## src/smrs_pkg.sv

```systemverilog
// package for the stop mode release sequencer: register map, field positions,
// reset values and timing constants. assumes an APB slave with 32-bit data.
package smrs_pkg;
  // register byte offsets
  localparam logic [11:0] OFF_PROT_CMD   = 12'h000; // protection_command
  localparam logic [11:0] OFF_PWR_SAVE   = 12'h004; // power_save_control
  localparam logic [11:0] OFF_SETTLE_SEL = 12'h008; // osc_settle_select
  localparam logic [11:0] OFF_STATUS     = 12'h00C; // state and flags
  localparam logic [11:0] OFF_STAT_WORD  = 12'h010; // program_status_word flags
  localparam logic [11:0] OFF_IRQ_MASK  = 12'h014; // maskable request mask
  localparam logic [11:0] OFF_EXT6_CFG  = 12'h018; // ext_irq_six sampling select
  // power_save_control fields
  localparam int SAVE_STOP_BIT = 1;  // stop_request_bit
  localparam int SAVE_IDLE_BIT = 2;
  // program_status_word fields
  localparam int WORD_IDIS_BIT = 5;  // interrupt_disable_flag
  localparam int WORD_NMI_BIT  = 7;  // nmi_in_progress_flag
  // reset values
  localparam logic [2:0] SETTLE_SEL_RST = 3'h0;
  localparam logic [7:0] IRQ_MASK_RST = 8'hFF;
  localparam int         NUM_IRQ      = 8;
  // settling exponents: code 0 keeps the reset default, code n gives 2^(14+n)
  localparam logic [4:0] SETTLE_EXP_MIN = 5'h0E;
  localparam logic [4:0] SETTLE_EXP_BASE_RST = 5'h12; // 18
  localparam int         SETTLE_CNT_W = 22;
  // dummy instructions run between store and entry
  localparam logic [2:0] DUMMY_SLOTS = 3'h2;
  typedef enum logic [2:0] {SMRS_RUN, SMRS_DRAIN, SMRS_IDLE, SMRS_STOP,
                            SMRS_SETTLE} smrs_state_t;
endpackage

```

## src/smrs_top.sv

```systemverilog
// stop mode release sequencer: APB register file, protected power save entry,
// stop/idle hold, wake on interrupt, oscillator settling count.
// assumes clk is the main clock and wake pins are asynchronous to it.
//
// Summary of operation
// - setting stop_request_bit after a protected write halts main clock, subclock kept.
// - a bus_hold_request is never acknowledged while stopped.
// - an NMI or an unmasked maskable request releases stop.
// - an interrupt release starts the dedicated settle counter as the settle timer.
// - the settle length is taken from osc_settle_select.
// - clock output and handler branch happen only after settling ends.
// - after reset the settle length is 2^18 main clocks by default (2^21 variant).
// - ext_irq_six detects edges in stop only when sampled on the subclock.
// - the instructions after the store run before the mode is entered.
// - after release a request stays pending while either status word flag is set.
`timescale 1ns/100ps
`default_nettype none
module smrs_top #(
  parameter logic [4:0] SETTLE_EXP_RST = smrs_pkg::SETTLE_EXP_BASE_RST
) (
  // clock and reset
  input  wire logic        clk,
  input  wire logic        srst,
  // apb slave
  input  wire logic        psel,
  input  wire logic        penable,
  input  wire logic        pwrite,
  input  wire logic [11:0] paddr,
  input  wire logic [31:0] pwdata,
  output logic             pready,
  output logic [31:0]      prdata,
  output logic             pslverr,
  // wake sources and bus hold request, asynchronous
  input  wire logic        nmi_in,
  input  wire logic [7:0]  irq_in,
  input  wire logic        ext_irq_six,
  input  wire logic        bus_hold_request,
  // cpu side
  input  wire logic        dummy_done,
  output logic             main_clk_en,
  output logic             sub_clk_en,
  output logic             cpu_clk_en,
  output logic             bus_hold_ack,
  output logic             vector_req,
  output logic [3:0]       vector_id
);
  // two-stage synchronisers for all asynchronous pins
  // the first stage may go metastable, so only the second stage feeds logic;
  // this costs two cycles of wake latency, which the settle count dwarfs
  logic [10:0] sync1_r;
  logic [10:0] sync2_r;
  always_ff @(posedge clk) begin
    if (srst) begin
      sync1_r <= 11'h000;
      sync2_r <= 11'h000;
    end else begin
      sync1_r <= {bus_hold_request, ext_irq_six, irq_in, nmi_in};
      sync2_r <= sync1_r;
    end
  end
  wire logic       nmi_s  = sync2_r[0];
  wire logic [7:0] irq_s  = sync2_r[8:1];
  wire logic       ext6_s = sync2_r[9];
  wire logic       hold_s = sync2_r[10];

  // settle counter width, declared first so the state below can use it
  localparam int SETTLE_CNT_W_L = smrs_pkg::SETTLE_CNT_W;

  // sequencer state and software visible configuration
  smrs_pkg::smrs_state_t state_r;
  logic        prot_armed_r;
  logic [2:0]  settle_sel_r;
  logic [7:0]  mask_r;
  logic        ext6_sub_r;
  // status word flags that hold a released request pending
  logic        nmi_busy_r;
  logic        irq_dis_r;
  // pending power save request and drain bookkeeping
  logic        stop_req_r;
  logic        idle_req_r;
  logic [2:0]  dummy_cnt_r;
  logic [SETTLE_CNT_W_L-1:0] settle_r;
  logic        ext6_prev_r;
  logic [3:0]  wake_src_r;

  wire logic wr_acc = psel && penable && pwrite;
  wire logic rd_acc = psel && penable && !pwrite;
  wire logic mapped = (paddr <= smrs_pkg::OFF_EXT6_CFG) && (paddr[1:0] == 2'b00);

  // ext_irq_six edge only counts in stop when sampled on the subclock
  wire logic ext6_edge = ext6_s && !ext6_prev_r;
  wire logic ext6_live = ext6_edge && (state_r != smrs_pkg::SMRS_STOP || ext6_sub_r);
  wire logic [7:0] unmasked = (irq_s | {ext6_live, 7'h00}) & ~mask_r;
  wire logic wake = nmi_s || (|unmasked);

  // priority encoder for handler id: nmi first, then lowest request
  logic [3:0] src_nxt;
  always_comb begin
    src_nxt = 4'hF;
    for (int i = smrs_pkg::NUM_IRQ - 1; i >= 0; i--) begin
      if (unmasked[i]) src_nxt = i[3:0];
    end
    if (nmi_s) src_nxt = 4'h8;
  end

  // settle count length, 2^(exp) clocks; from select, reset default
  // code 0 keeps the reset default, so a part that was never configured
  // still waits the long, safe interval; codes above step from the minimum
  wire logic [4:0] settle_exp = (settle_sel_r == 3'h0) ? SETTLE_EXP_RST
                              : 5'(smrs_pkg::SETTLE_EXP_MIN + 5'(settle_sel_r));
  wire logic [SETTLE_CNT_W_L-1:0] settle_len =
    SETTLE_CNT_W_L'(({{(SETTLE_CNT_W_L-1){1'b0}}, 1'b1} << settle_exp) - 1'b1);

  // protection arm: set by a protection_command write, cleared by any other write
  always_ff @(posedge clk) begin
    if (srst) prot_armed_r <= 1'b0;
    else if (wr_acc) prot_armed_r <= (paddr == smrs_pkg::OFF_PROT_CMD);
  end

  // configuration registers
  // all requests start masked so that a stop entered straight after reset
  // can only be left by the nmi or by reset itself;
  // the select may change while stopped but is only used at the wake edge
  always_ff @(posedge clk) begin
    if (srst) begin
      settle_sel_r <= smrs_pkg::SETTLE_SEL_RST;
      mask_r       <= smrs_pkg::IRQ_MASK_RST;
      ext6_sub_r   <= 1'b0;
    end else if (wr_acc) begin
      if (paddr == smrs_pkg::OFF_SETTLE_SEL) settle_sel_r <= pwdata[2:0];
      if (paddr == smrs_pkg::OFF_IRQ_MASK) mask_r <= pwdata[7:0];
      if (paddr == smrs_pkg::OFF_EXT6_CFG) ext6_sub_r <= pwdata[0];
    end
  end

  // program status word flags, software owned
  // only the two flags that gate a pending vector are kept here; the rest
  // of the word lives in the cpu and reads back as zero
  always_ff @(posedge clk) begin
    if (srst) begin
      nmi_busy_r <= 1'b0;
      irq_dis_r  <= 1'b0;
    end else if (wr_acc && paddr == smrs_pkg::OFF_STAT_WORD) begin
      nmi_busy_r <= pwdata[smrs_pkg::WORD_NMI_BIT];
      irq_dis_r  <= pwdata[smrs_pkg::WORD_IDIS_BIT];
    end
  end

  // main sequencer
  always_ff @(posedge clk) begin
    if (srst) begin
      state_r     <= smrs_pkg::SMRS_RUN;
      stop_req_r  <= 1'b0;
      idle_req_r  <= 1'b0;
      dummy_cnt_r <= 3'h0;
      settle_r    <= '0;
      wake_src_r  <= 4'h0;
    end else begin
      unique case (state_r)
        smrs_pkg::SMRS_RUN: begin
          // protected store only
          // the arm flag is the value before this write, so a second store
          // without a fresh command finds it cleared and is ignored;
          // stop wins when both mode bits are written at once
          if (wr_acc && paddr == smrs_pkg::OFF_PWR_SAVE && prot_armed_r &&
              (pwdata[smrs_pkg::SAVE_STOP_BIT] || pwdata[smrs_pkg::SAVE_IDLE_BIT])) begin
            stop_req_r  <= pwdata[smrs_pkg::SAVE_STOP_BIT];
            idle_req_r  <= !pwdata[smrs_pkg::SAVE_STOP_BIT];
            dummy_cnt_r <= smrs_pkg::DUMMY_SLOTS;
            state_r     <= smrs_pkg::SMRS_DRAIN;
          end
        end
        smrs_pkg::SMRS_DRAIN: begin
          if (dummy_done || dummy_cnt_r == 3'h0) begin
            state_r <= stop_req_r ? smrs_pkg::SMRS_STOP : smrs_pkg::SMRS_IDLE;
          end else begin
            dummy_cnt_r <= dummy_cnt_r - 3'h1;
          end
        end
        smrs_pkg::SMRS_IDLE: begin
          if (wake) begin
            wake_src_r <= src_nxt;
            idle_req_r <= 1'b0;
            state_r    <= smrs_pkg::SMRS_RUN;
          end
        end
        smrs_pkg::SMRS_STOP: begin
          if (wake) begin
            wake_src_r <= src_nxt;
            settle_r   <= settle_len;
            state_r    <= smrs_pkg::SMRS_SETTLE;
          end
        end
        smrs_pkg::SMRS_SETTLE: begin
          if (settle_r == '0) begin
            stop_req_r <= 1'b0;
            state_r   <= smrs_pkg::SMRS_RUN;
          end else begin
            settle_r <= settle_r - 1'b1;
          end
        end
      endcase
    end
  end

  // edge history for ext_irq_six
  always_ff @(posedge clk) begin
    if (srst) ext6_prev_r <= 1'b0;
    else ext6_prev_r <= ext6_s;
  end

  // pending vector: set at release, held while np or id is set
  logic pend_r;
  always_ff @(posedge clk) begin
    if (srst) begin
      pend_r     <= 1'b0;
      vector_req <= 1'b0;
      vector_id  <= 4'h0;
    end else begin
      vector_req <= 1'b0;
      if ((state_r == smrs_pkg::SMRS_SETTLE && settle_r == '0) ||
          (state_r == smrs_pkg::SMRS_IDLE && wake)) begin
        pend_r <= 1'b1;
      // hold while masked by flags
      // a held vector leaves one cycle after software clears both flags;
      // the source stays latched so a later request cannot overwrite it
      // unless a new release happens first
      end else if (pend_r && !nmi_busy_r && !irq_dis_r) begin
        pend_r     <= 1'b0;
        vector_req <= 1'b1;
        vector_id  <= wake_src_r;
      end
    end
  end

  // clock enables and hold acknowledge
  always_ff @(posedge clk) begin
    if (srst) begin
      main_clk_en  <= 1'b1;
      sub_clk_en   <= 1'b1;
      cpu_clk_en   <= 1'b1;
      bus_hold_ack <= 1'b0;
    end else begin
      // main oscillator off in stop
      // dropped in the same cycle as the cpu clock, never earlier, so the cpu
      // is never clocked while the main oscillator is off
      main_clk_en  <= (state_r != smrs_pkg::SMRS_STOP);
      sub_clk_en   <= 1'b1;
      cpu_clk_en   <= (state_r == smrs_pkg::SMRS_RUN || state_r == smrs_pkg::SMRS_DRAIN);
      bus_hold_ack <= hold_s && state_r != smrs_pkg::SMRS_STOP &&
                      state_r != smrs_pkg::SMRS_SETTLE;
    end
  end

  // apb read data, zero wait states
  always_ff @(posedge clk) begin
    if (srst) begin
      pready  <= 1'b0;
      prdata  <= 32'h0000_0000;
      pslverr <= 1'b0;
    end else begin
      pready  <= psel && !penable;
      pslverr <= psel && !penable && !mapped;
      prdata  <= 32'h0000_0000;
      if (psel && !penable && !pwrite) begin
        unique case (paddr)
          // read data is prepared in the setup cycle so that it already
          // stands at the access edge; the protection command reads as zero
          smrs_pkg::OFF_PWR_SAVE:   prdata <= {29'h0, idle_req_r, stop_req_r, 1'b0};
          smrs_pkg::OFF_SETTLE_SEL: prdata <= {29'h0, settle_sel_r};
          smrs_pkg::OFF_STATUS:     prdata <= {23'h0, pend_r, wake_src_r, 1'b0, 3'(state_r)};
          smrs_pkg::OFF_STAT_WORD:  prdata <= {24'h0, nmi_busy_r, 1'b0, irq_dis_r, 5'h00};
          smrs_pkg::OFF_IRQ_MASK: prdata <= {24'h0, mask_r};
          smrs_pkg::OFF_EXT6_CFG: prdata <= {31'h0, ext6_sub_r};
          default:                prdata <= 32'h0000_0000;
        endcase
      end
    end
  end
  // reads have no side effects, so the read strobe is kept only for clarity
  wire logic unused_rd = rd_acc;
endmodule
`default_nettype wire

```

## config.mk

```make
export PLATFORM = sky130hd
export DESIGN_NAME = smrs_top
export DESIGN_NICKNAME = d
export VERILOG_FILES = /design/src/smrs_pkg.sv /design/src/smrs_top.sv
export SDC_FILE = /design/constraint.sdc
export NUM_CORES = 1
export LEC_CHECK = 0
export BUFFER_PORTS_ARGS = -buffer_cell sky130_fd_sc_hd__buf_2
export CORE_AREA = 2 2 98 171
export CTS_BUF_LIST = sky130_fd_sc_hd__clkbuf_16
export DETAILED_ROUTE_END_ITERATION = 12
export DIE_AREA = 0 0 100 173
export PLACE_DENSITY = 0.53
export SLEW_MARGIN = 30
export SYNTH_ARGS = -nofsm -noshare
export SYNTH_HDL_FRONTEND = slang
export SYNTH_SLANG_ARGS = --single-unit
```

## constraint.sdc

```tcl
create_clock -name clk -period 6.16 [get_ports clk]
set_clock_uncertainty 0.15 [all_clocks]
set_input_delay 0.308 -clock clk [delete_from_list [all_inputs] [get_ports clk]]
set_output_delay 0.308 -clock clk [all_outputs]
set_load 0.02 [all_outputs]
```

==> impl_metrics.csv, run 1 <==
group,metric,value,unit
outcome,status,"completed",
drt,vias,4000,
drt,drc_errors,0,
clocking,cts.sinks,92,
critical_path,end_kind,"register",
clocking,root_buffer,"clkbuf_16",
timing,tns,0,ps
drt,drtIter0Drc,217,
finish,syn2layout_area_growth,11.4,%
critical_path,critPathBufInv,2,
clocking,cts_buffers,9,
global_route,grt_max_degree,83,
placement,place.gp.congestion,0.898,
finish,fillers,1680,
global_route,overflow,0,
global_route,grt_pass1_vias,3925,
die,core-area,15900,µm²
die,start_util,29.7,%
timing,fin_crit,3270,ps
timing,rsz0062_at_grt,"no",
global_route,antenna_found_initial,0,
logic_synthesis,ys_ff_latch,92,
timing,slew_violations,0,
clocking,path_clk_slew,70,ps
finish,layout.nets,667,
timing,hold_violations,0,
logic_synthesis,ys.flop_type,"dfxtp_1",
clocking,clk_latency,350,ps
drt,routed_wl,12.0,mm
die,dieHeight,173,µm
critical_path,cp_max_fo,44,
clocking,ctsHoldBuffers,0,
finish,antenna_cells,0,
drt,post_drt_wl_per_cell,15.0,µm
drt,firstDrtPassIters,4,
die,ios,104,
die,fp.dieArea,17300,µm²
timing,worst_slew_pin_slew,885,ps
timing,slew_headroom,41.0,%
critical_path,crit_required,6200,ps
critical_path,slowest_stage,"dfxtp_1",
placement,dpl.hpwl,8.80,mm
logic_synthesis,synth-async-reset-ratio,0,%
critical_path,cp_top_family,"flip-flops",
clocking,cts_resized,0,
timing,clock.fmax,306,MHz
pwr,powerDensity,228,nW/µm²
timing,final-setup-viol-count,0,
global_route,grtUsageTotal,14.3,%
critical_path,slowest_delay,670,ps
pwr,leakagePower,2.00,nW
global_route,grt_pass1_wl,19.8,mm
logic_synthesis,syn_inst,567,
placement,portBuffers,55,
logic_synthesis,synth_warnings,0,
clocking,htreeDepth,3,
drt,viasPerCell,5.03,
critical_path,critical_path.startpoint_type,"register",
clocking,cts_tree,"built",
logic_synthesis,syn_area_per_cell,8.30,µm²
logic_synthesis,ys_seq_area_share,39.1,%
finish,drive_gt1_share,16.0,%
drt,ant_nets,0,
critical_path,arrival,3310,ps
critical_path,critPathKind,"reg -> reg",
die,num_rows,61,
timing,worst_hold_slack,17.2,ps
die,die_x,100,µm
logic_synthesis,syn_area,4710,µm²
flow_run,maxCapViolations,0,
clocking,cts_max_path_buffers,2,
critical_path,rrSetupSlack,2890,ps
hold_path,hold_class,"in -> reg",
logic_synthesis,synth_edf_count,0,
clocking,cts_setup_buffers,0,
pwr,vdd_drop_max,0.141,mV
logic_synthesis,synth_cell_types,63,
timing,finalCritPeriodShare,53.1,%
critical_path,cp_cell_sequence,"nor3b_4, buf_4, nand2_1, ha_1, inv_1, a221oi_2, and2b_1, mux2_1, o21ai_0, a21oi_1",
-- where the power goes --
group          switching (mW)  leakage [nW]  internal (mW)  total (mW)
Clock                   0.242         0.132          0.275       0.516
Combinational          0.0461          1.12         0.0221      0.0682
Sequential            0.00581         0.747          0.604       0.610
-- cells by family after synthesis --
| kind of cell | Yosys count | share of synthesized area, % |
|---|---|---|
| adders and majority gates | 4 | 1.06 |
| DFF | 92 | 39.1 |
| buffers and inverters | 63 | 8.00 |
| muxes | 20 | 4.38 |
| xor gates and xnor gates | 7 | 1.30 |
| other | 2 | 0.160 |
| AOI/OAI and AO/OA | 124 | 17.9 |
| and+or+nand+nor | 255 | 28.1 |
-- Yosys cell counts (all sizes together), types with 8 or more instances --
library cell,instances,share of area [%]
mux2i,15,3.2
nor2,62,4.9
dfxtp,92,39
buf,39,6.1
nor3,26,2.9
a211o,9,1.7
nand2,48,3.8
nor4,10,1.5
clkbuf,16,1.3
nand2b,9,1.2
o21ai,23,2.6
nand3,15,1.7
inv,8,0.64
and3,9,1.2
a22oi,10,1.6
nor2b,47,6.2
a21oi,44,4.9
-- flip-flops by register name, summed over array words and instances, names as in the netlist, 3 cells and up --
name	count
settle_r	22
prdata	9
settle_sel_r	3
mask_r	8
dummy_cnt_r	3
vector_id	4
sync2_r	11
wake_src_r	4
sync1_r	11
state_r	3
-- worst paths after layout --
kind	start	cells after the start	to
setup / recovery	state_r[0]	10	settle_r[16]
hold / removal	irq_in[0]	2	sync1_r[1]
setup reg to reg	state_r[0]	10	settle_r[16]
hold reg to reg	sync1_r[6]	1	sync2_r[6]
-- cell usage in the layout, fill, tap and decap left out, types with 3 or more instances in the layout --
| cell type | instances |
|---|---|
| dfxtp_1 | 92 |
| nor2_1 | 62 |
| buf_2 | 55 |
| nand2_1 | 48 |
| nor2b_1 | 47 |
| a21oi_1 | 41 |
| nor3_1 | 25 |
| conb_1 | 24 |
| o21ai_0 | 21 |
| mux2i_1 | 15 |
| nand3_1 | 14 |
| a22oi_1 | 10 |
| nor4_1 | 9 |
| and3_1 | 9 |
| a211o_1 | 9 |
| nand2b_1 | 9 |
| clkbuf_16 | 9 |
| inv_1 | 8 |
| nand4_1 | 6 |
| a31oi_1 | 6 |
| o211ai_1 | 5 |
| and2_1 | 4 |
| or2_2 | 4 |
| mux2_2 | 4 |
| a22o_1 | 4 |
| xnor2_1 | 4 |
| a211oi_1 | 4 |
| ha_1 | 4 |
| or3_1 | 3 |
| xor2_1 | 3 |
| o31ai_1 | 3 |
| a21oi_2 | 3 |
-- routing by layer --
metal	global-route usage, %	up-vias	share of wire (%)
li1	-	2014	-
met1	15.3	1877	38
met2	26.5	85	55
met3	2.22	24	2.8
met4	7.31	0	3.5
met5	0	-	0
-- area by class of cell --
type                       instances  area (µm²)  share of cell area, %
multi-input combinational        434        2570                   49.1
sequential                        92        1840                   35.1
timing repair buffer              57         290                   5.54
tap                              189         236                   4.51
clock buffer                       9         225                   4.29
clock inverter                     6        47.5                  0.907
inverter                           8        30.0                  0.573
-- metrics by stage --
stage / setup WS, ps / instance area [µm²] / utilization (%) / cells / power (mW)
5_1_grt: 2620 / 5240 / 33.0 / 795 / 1.24
2_1_floorplan: 3440 / 4790 / - / 589 / 0.682
6_report: 2890 / 5240 / 33.0 / 795 / 1.19
4_1_cts: 2890 / 5240 / 33.0 / 795 / 1.21
3_3_place_gp: 2960 / 4970 / 31.3 / 780 / 0.691
3_5_place_dp: 2910 / 4970 / 31.3 / 780 / 0.692
No activity file was read; power rests on OpenSTA's default activity.
==> run 2: changes to the inputs <==
--- a/config.mk
+++ b/config.mk
@@ -10,7 +10,7 @@
 export CTS_BUF_LIST = sky130_fd_sc_hd__clkbuf_16
 export DETAILED_ROUTE_END_ITERATION = 12
 export DIE_AREA = 0 0 100 173
-export PLACE_DENSITY = 0.53
+export PLACE_DENSITY = 0.54
 export SLEW_MARGIN = 30
 export SYNTH_ARGS = -nofsm -noshare
 export SYNTH_HDL_FRONTEND = slang
==> constraint.sdc (replaced) <==
create_clock -name clk -period 2.9 [get_ports clk]
set_clock_uncertainty 0.15 [all_clocks]
set_input_delay 0.145 -clock clk [delete_from_list [all_inputs] [get_ports clk]]
set_output_delay 0.145 -clock clk [all_outputs]
set_load 0.02 [all_outputs]
==> run 2 against run 1 <==
Cell area rose by 8.3%. Count of clock-buffer cells in the layout unchanged. Register-to-register slack got worse by 2600 ps. Via count increased by 5.7%. Utilization rose by 2.7 points. Sequential share of layout area decreased by 2.7 points. Non-clock buffer count is 46 higher. Worst setup slack lost 2600 ps. First-iteration DRC count down 18%. Total power rose by 130%.
==> impl_metrics.csv, run 2 (synthesized netlist as in run 1, its figures left out) <==
group,metric,value,unit
timing,slew_violations,0,
drt,drtIter0Drc,178,
pwr,powerDensity,476,nW/µm²
clocking,cts_setup_buffers,0,
timing,final-setup-viol-count,0,
pwr,leakagePower,2.22,nW
hold_path,hold_class,"in -> reg",
pwr,power.internal,2.10,mW
pwr,swShare,22.4,%
hold_path,min_to,"prdata[0]",
hold_path,min_from,"paddr[3]",
critical_path,cp_max_fo,12,
critical_path,arrival,2670,ps
placement,dpl.hpwl,9.51,mm
die,die_x,100,µm
pwr,seq_power_share,47.9,%
die,num_rows,61,
finish,top_register,"settle_r",
timing,final.setup.worst_slack,274,ps
finish,fillers,1666,
drt,ant_nets,0,
finish,largest_reg_flops,22,
timing,worst_slew_pin_slew,889,ps
clocking,root_buffer,"clkbuf_16",
placement,dp_slack,302,ps
timing,finalCritPeriodShare,90.6,%
critical_path,rrSetupSlack,270,ps
die,dieHeight,173,µm
global_route,grt_max_degree,82,
clocking,cts_max_path_buffers,2,
timing,fin_crit,2630,ps
finish,reg_top3,"settle_r: 22 flops, sync1_r: 11 flops, sync2_r: 11 flops",
drt,routed_wl,12.7,mm
clocking,cts_buffers,9,
drt,vias,4228,
clocking,cts_resized,0,
die,start_util,29.7,%
critical_path,crit_required,2950,ps
finish,drive_gt1_share,18.4,%
critical_path,end_kind,"register",
finish,ff_latch_area,1840,µm²
clocking,clk_latency,350,ps
global_route,grtUsageTotal,15.0,%
placement,portBuffers,55,
timing,slew_headroom,40.7,%
die,ios,104,
critical_path,reg2reg_to,"settle_r[16]",
critical_path,critPathKind,"reg -> reg",
timing,clock.fmax,381,MHz
critical_path,rr_worst_depth,7,
die,fp.dieArea,17300,µm²
global_route,antenna_found_initial,0,
global_route,grt_pass1_wl,20.4,mm
outcome,status,"completed",
hold_path,hold_depth,3,
timing,tns,0,ps
finish,syn2layout_area_growth,20.6,%
finish,final_cell_mix,"dfxtp_1, nor2_1, buf_2",
pwr,clkPwrFrac,45.6,%
global_route,grt_pass1_vias,4088,
finish,antenna_cells,0,
drt,post_drt_wl_per_cell,15.1,µm
pwr,vdd_drop_max,0.224,mV
flow_run,maxCapViolations,0,
pwr,p_total,2.70,mW
finish,layout.nets,713,
drt,firstDrtPassIters,4,
timing,rsz0062_at_grt,"no",
finish,multi_input_area,2570,µm²
critical_path,critical_path.startpoint_type,"register",
global_route,overflow,0,
clocking,cts.sinks,92,
critical_path,worstReg2RegStart,"state_r[0]",
pwr,p_comb_share,6.5,%
placement,post-place-cells,805,
clocking,path_clk_slew,70,ps
finish,final_common_cell,"dfxtp_1",
placement,postPlaceCellArea,5160,µm²
drt,viasPerCell,5.03,
timing,hold_violations,0,
clocking,cts_tree,"built",
finish,stdcell_count,841,
placement,place.gp.congestion,0.900,
pwr,power.switching,0.605,mW
drt,drc_errors,0,
die,core-area,15900,µm²
finish,fin_area,5680,µm²
clocking,htreeDepth,3,
[run 2: cell count changes in the layout (fill, tap and decap cells not counted)]
cell | previous run | this run
inv_6 | 2 | 0
clkinv_2 | 1 | 0
buf_4 | 2 | 27
clkinvlp_4 | 1 | 2
inv_1 | 8 | 10
bufinv_16 | 0 | 2
clkinv_4 | 2 | 0
dlygate4sd3_1 | 0 | 21
[run 2: cell type report]
cell class                      instances  share of cell area, %
Multi-Input combinational cell        434                   45.3
Sequential cell                        92                   32.4
Timing Repair Buffer                  103                   12.1
Tap cell                              189                   4.17
Clock buffer                            9                   3.97
Clock inverter                          6                   1.45
Inverter                                8                  0.529
[run 2: metal layers]
layer  global-route usage [%]  up-vias  share of wire (%)
li1                         -     2100                  -
met1                     14.4     2007                 36
met2                     29.0       93                 57
met3                     2.67       28                2.9
met4                     8.33        0                4.2
met5                        0        -                  0
[run 2: what timing repair did]
action / in CTS / in global routing
endpoints found under the setup margin: 0 / 0
hold buffers: 21 / 0
hold endpoints to repair: 27 / 0
[run 2: critical path: stages, from the launching register on]
cell	delay, ps
dfxtp_1	390
nor3b_4	510
nand4_1	250
a221oi_2	420
and2b_1	210
mux2_1	320
o21ai_0	150
a21oi_1	80
[run 2: power by group through the flow]
stage / clock (mW) / sequential (mW) / combinational (mW)
6_report: 1.23 / 1.29 / 0.176
5_1_grt: 1.32 / 1.30 / 0.194
4_1_cts: 1.26 / 1.29 / 0.176
3_5_place_dp: 0 / 1.32 / 0.154
3_3_place_gp: 0 / 1.32 / 0.152
2_1_floorplan: 0 / 1.32 / 0.126
[run 2: per-stage QoR]
stage	hold WS [ps]	util (%)
global placement	204	32.5
floorplan	113	-
CTS	48.7	35.8
detailed placement	204	32.5
global route	53.0	35.8
finish	64.8	35.8
[run 2: worst max path at each step]
stage	start	end	cells after the start	slack, ps
3_5_place_dp	state_r[0]	settle_r[16]	7	300
3_3_place_gp	state_r[0]	settle_r[16]	7	300
5_1_grt	settle_r[7]	settle_r[18]	7	100
6_report	state_r[0]	settle_r[16]	7	270
4_1_cts	state_r[0]	settle_r[16]	7	290
2_1_floorplan	state_r[2]	settle_r[16]	12	180
==> run 3: changes to the inputs <==
--- a/config.mk
+++ b/config.mk
@@ -11,6 +11,7 @@
 export DETAILED_ROUTE_END_ITERATION = 12
 export DIE_AREA = 0 0 100 173
 export PLACE_DENSITY = 0.54
+export SETUP_SLACK_MARGIN = 0.4
 export SLEW_MARGIN = 30
 export SYNTH_ARGS = -nofsm -noshare
 export SYNTH_HDL_FRONTEND = slang
==> run 3 against run 2 <==
Combinational power increased by 4%. Maximum frequency increased by 7.6%. Flip-flop and latch count unchanged. Critical endpoint is now settle_r[14].
==> impl_metrics.csv, run 3 (synthesized netlist as in run 1, its figures left out) <==
group,metric,value,unit
die,core-area,15900,µm²
drt,drtIter0Drc,227,
pwr,seq_power_share,49.5,%
critical_path,worstReg2RegStart,"settle_sel_r[2]",
critical_path,critical_path.startpoint_type,"register",
die,die_x,100,µm
clocking,cts_max_path_buffers,2,
pwr,power.switching,0.602,mW
critical_path,arrival,2480,ps
pwr,leakagePower,2.32,nW
critical_path,cp_top_family,"simple AND/OR/NAND/NOR gates",
finish,reg_top3,"settle_r: 22 flops, sync1_r: 11 flops, sync2_r: 11 flops",
drt,viasPerCell,5.18,
clocking,cts_buffers,9,
clocking,cts_tree,"built",
critical_path,slowest_delay,540,ps
timing,final-setup-viol-count,0,
finish,top_register,"settle_r",
pwr,powerDensity,442,nW/µm²
drt,post_drt_wl_per_cell,15.6,µm
drt,drc_errors,0,
placement,portBuffers,55,
finish,final_common_cell,"dfxtp_1",
finish,drive_gt1_share,22.8,%
pwr,power.internal,2.01,mW
clocking,htreeDepth,3,
critical_path,cp_cell_sequence,"inv_2, ha_4, or4bb_4, o211ai_4, a221oi_4, buf_4, nand2_1, mux2_2, nand2_1, a21oi_2",
pwr,clkPwrFrac,43.5,%
die,num_rows,61,
flow_run,maxCapViolations,0,
clocking,cts.sinks,92,
drt,firstDrtPassIters,5,
global_route,grtUsageTotal,15.3,%
global_route,grt_max_degree,82,
die,ios,104,
global_route,grt_pass1_vias,4392,
timing,slew_headroom,42.0,%
die,start_util,29.7,%
placement,place.gp.congestion,0.912,
timing,hold_violations,0,
timing,fin_crit,2440,ps
drt,vias,4433,
global_route,overflow,0,
die,dieHeight,173,µm
critical_path,slowest_stage,"or4bb_4",
critical_path,crit_top_cell,"nand2_1",
pwr,vdd_drop_max,0.304,mV
finish,layout.nets,727,
timing,rsz0062_at_grt,"yes",
timing,worst_slew_pin_slew,871,ps
drt,routed_wl,13.3,mm
critical_path,critPathBufInv,2,
die,fp.dieArea,17300,µm²
critical_path,cp_max_fo,5,
finish,antenna_cells,0,
finish,largest_reg_flops,22,
clocking,root_buffer,"clkbuf_16",
critical_path,end_kind,"register",
pwr,swShare,23.0,%
outcome,status,"completed",
pwr,p_comb_share,7.0,%
clocking,path_clk_slew,60,ps
timing,slew_violations,0,
placement,dpl.hpwl,9.53,mm
finish,final_util,37.3,%
hold_path,hold_class,"in -> reg",
global_route,grt_pass1_wl,21.0,mm
clocking,clk_latency,340,ps
critical_path,critPathLaunch,"settle_sel_r[2]",
drt,ant_nets,0,
timing,tns,0,ps
global_route,antenna_found_initial,0,
finish,final_cell_mix,"dfxtp_1, nor2_1, buf_2",
critical_path,crit_required,2940,ps
finish,syn2layout_area_growth,25.6,%
critical_path,critPathKind,"reg -> reg",
hold_path,min_from,"pwdata[1]",
timing,finalCritPeriodShare,84.2,%
timing,clock.fmax,410,MHz
==> run 3: cell count changes in the layout (fill, tap and decap cells not counted), moves of 2 or more <==
cell / change
buf_4: +11
dfxtp_1: -5
nor4_1: -4
dfxtp_4: +3
inv_1: -3
nor4_2: +3
clkinv_1: +2
clkinv_2: +2
dfxtp_2: +2
nor3_1: -2
o21ai_0: -2
==> run 3: stage by stage <==
stage | hold slack (ps) | cell area (µm²) | worst slack [ps] | power, mW | cells
floorplan | 113 | 4820 | 407 | 1.45 | 589
global placement | 202 | 5170 | 221 | 1.48 | 803
detailed placement | 208 | 5170 | 187 | 1.48 | 803
CTS | 15.7 | 5730 | 383 | 2.65 | 843
global route | 43.9 | 5920 | 301 | 2.72 | 856
finish | 39.9 | 5920 | 459 | 2.61 | 856
==> run 3: area by class of cell <==
type                       instances  area (µm²)
clock buffer                       9         225
clock inverter                     7        58.8
fill                            1649        9960
inverter                           8        32.5
multi-input combinational        434        2680
sequential                        92        1860
tap                              189         236
timing repair buffer             117         827
==> run 3: power by group through the flow <==
stage               clock network (mW)  logic [mW]  registers (mW)
floorplan                            0       0.126            1.32
global placement                     0       0.154            1.32
detailed placement                   0       0.157            1.32
CTS                               1.17       0.180            1.29
global route                      1.23       0.200            1.29
finish                            1.14       0.183            1.29
==> run 3: final timing paths <==
check / to / slack, ps / depth (start not counted)
setup reg to reg: settle_r[14] / 460 / 10
setup / recovery: settle_r[14] / 460 / 10
hold / removal: idle_req_r / 40 / 3
hold reg to reg: sync2_r[5] / 280 / 1
==> run 3: what timing repair did <==
action / in CTS / in global routing
pin swaps: 4 / 9
setup buffers: 3 / 12
endpoints found under the hold margin: 27 / 0
hold buffers: 21 / 0
gates cloned: 0 / 1
setup endpoints to repair: 24 / 21
gates resized for setup: 6 / 22
==> run 3: metal layers <==
metal  share of wire, %  vias up  track usage, %
met5                  0        -               0
met4                5.0        0            9.82
met3                2.8       37            2.43
met2                 57      122            28.8
met1                 36     2140            14.9
li1                   -     2134               -
==> run 3: worst reg2reg max path: stages (launching register included) <==
cell and delay (ps):
dfxtp_2 330, inv_2 50, ha_4 250, or4bb_4 540
o211ai_4 120, a221oi_4 110, buf_4 160, nand2_1 100
mux2_2 340, nand2_1 80, a21oi_2 50
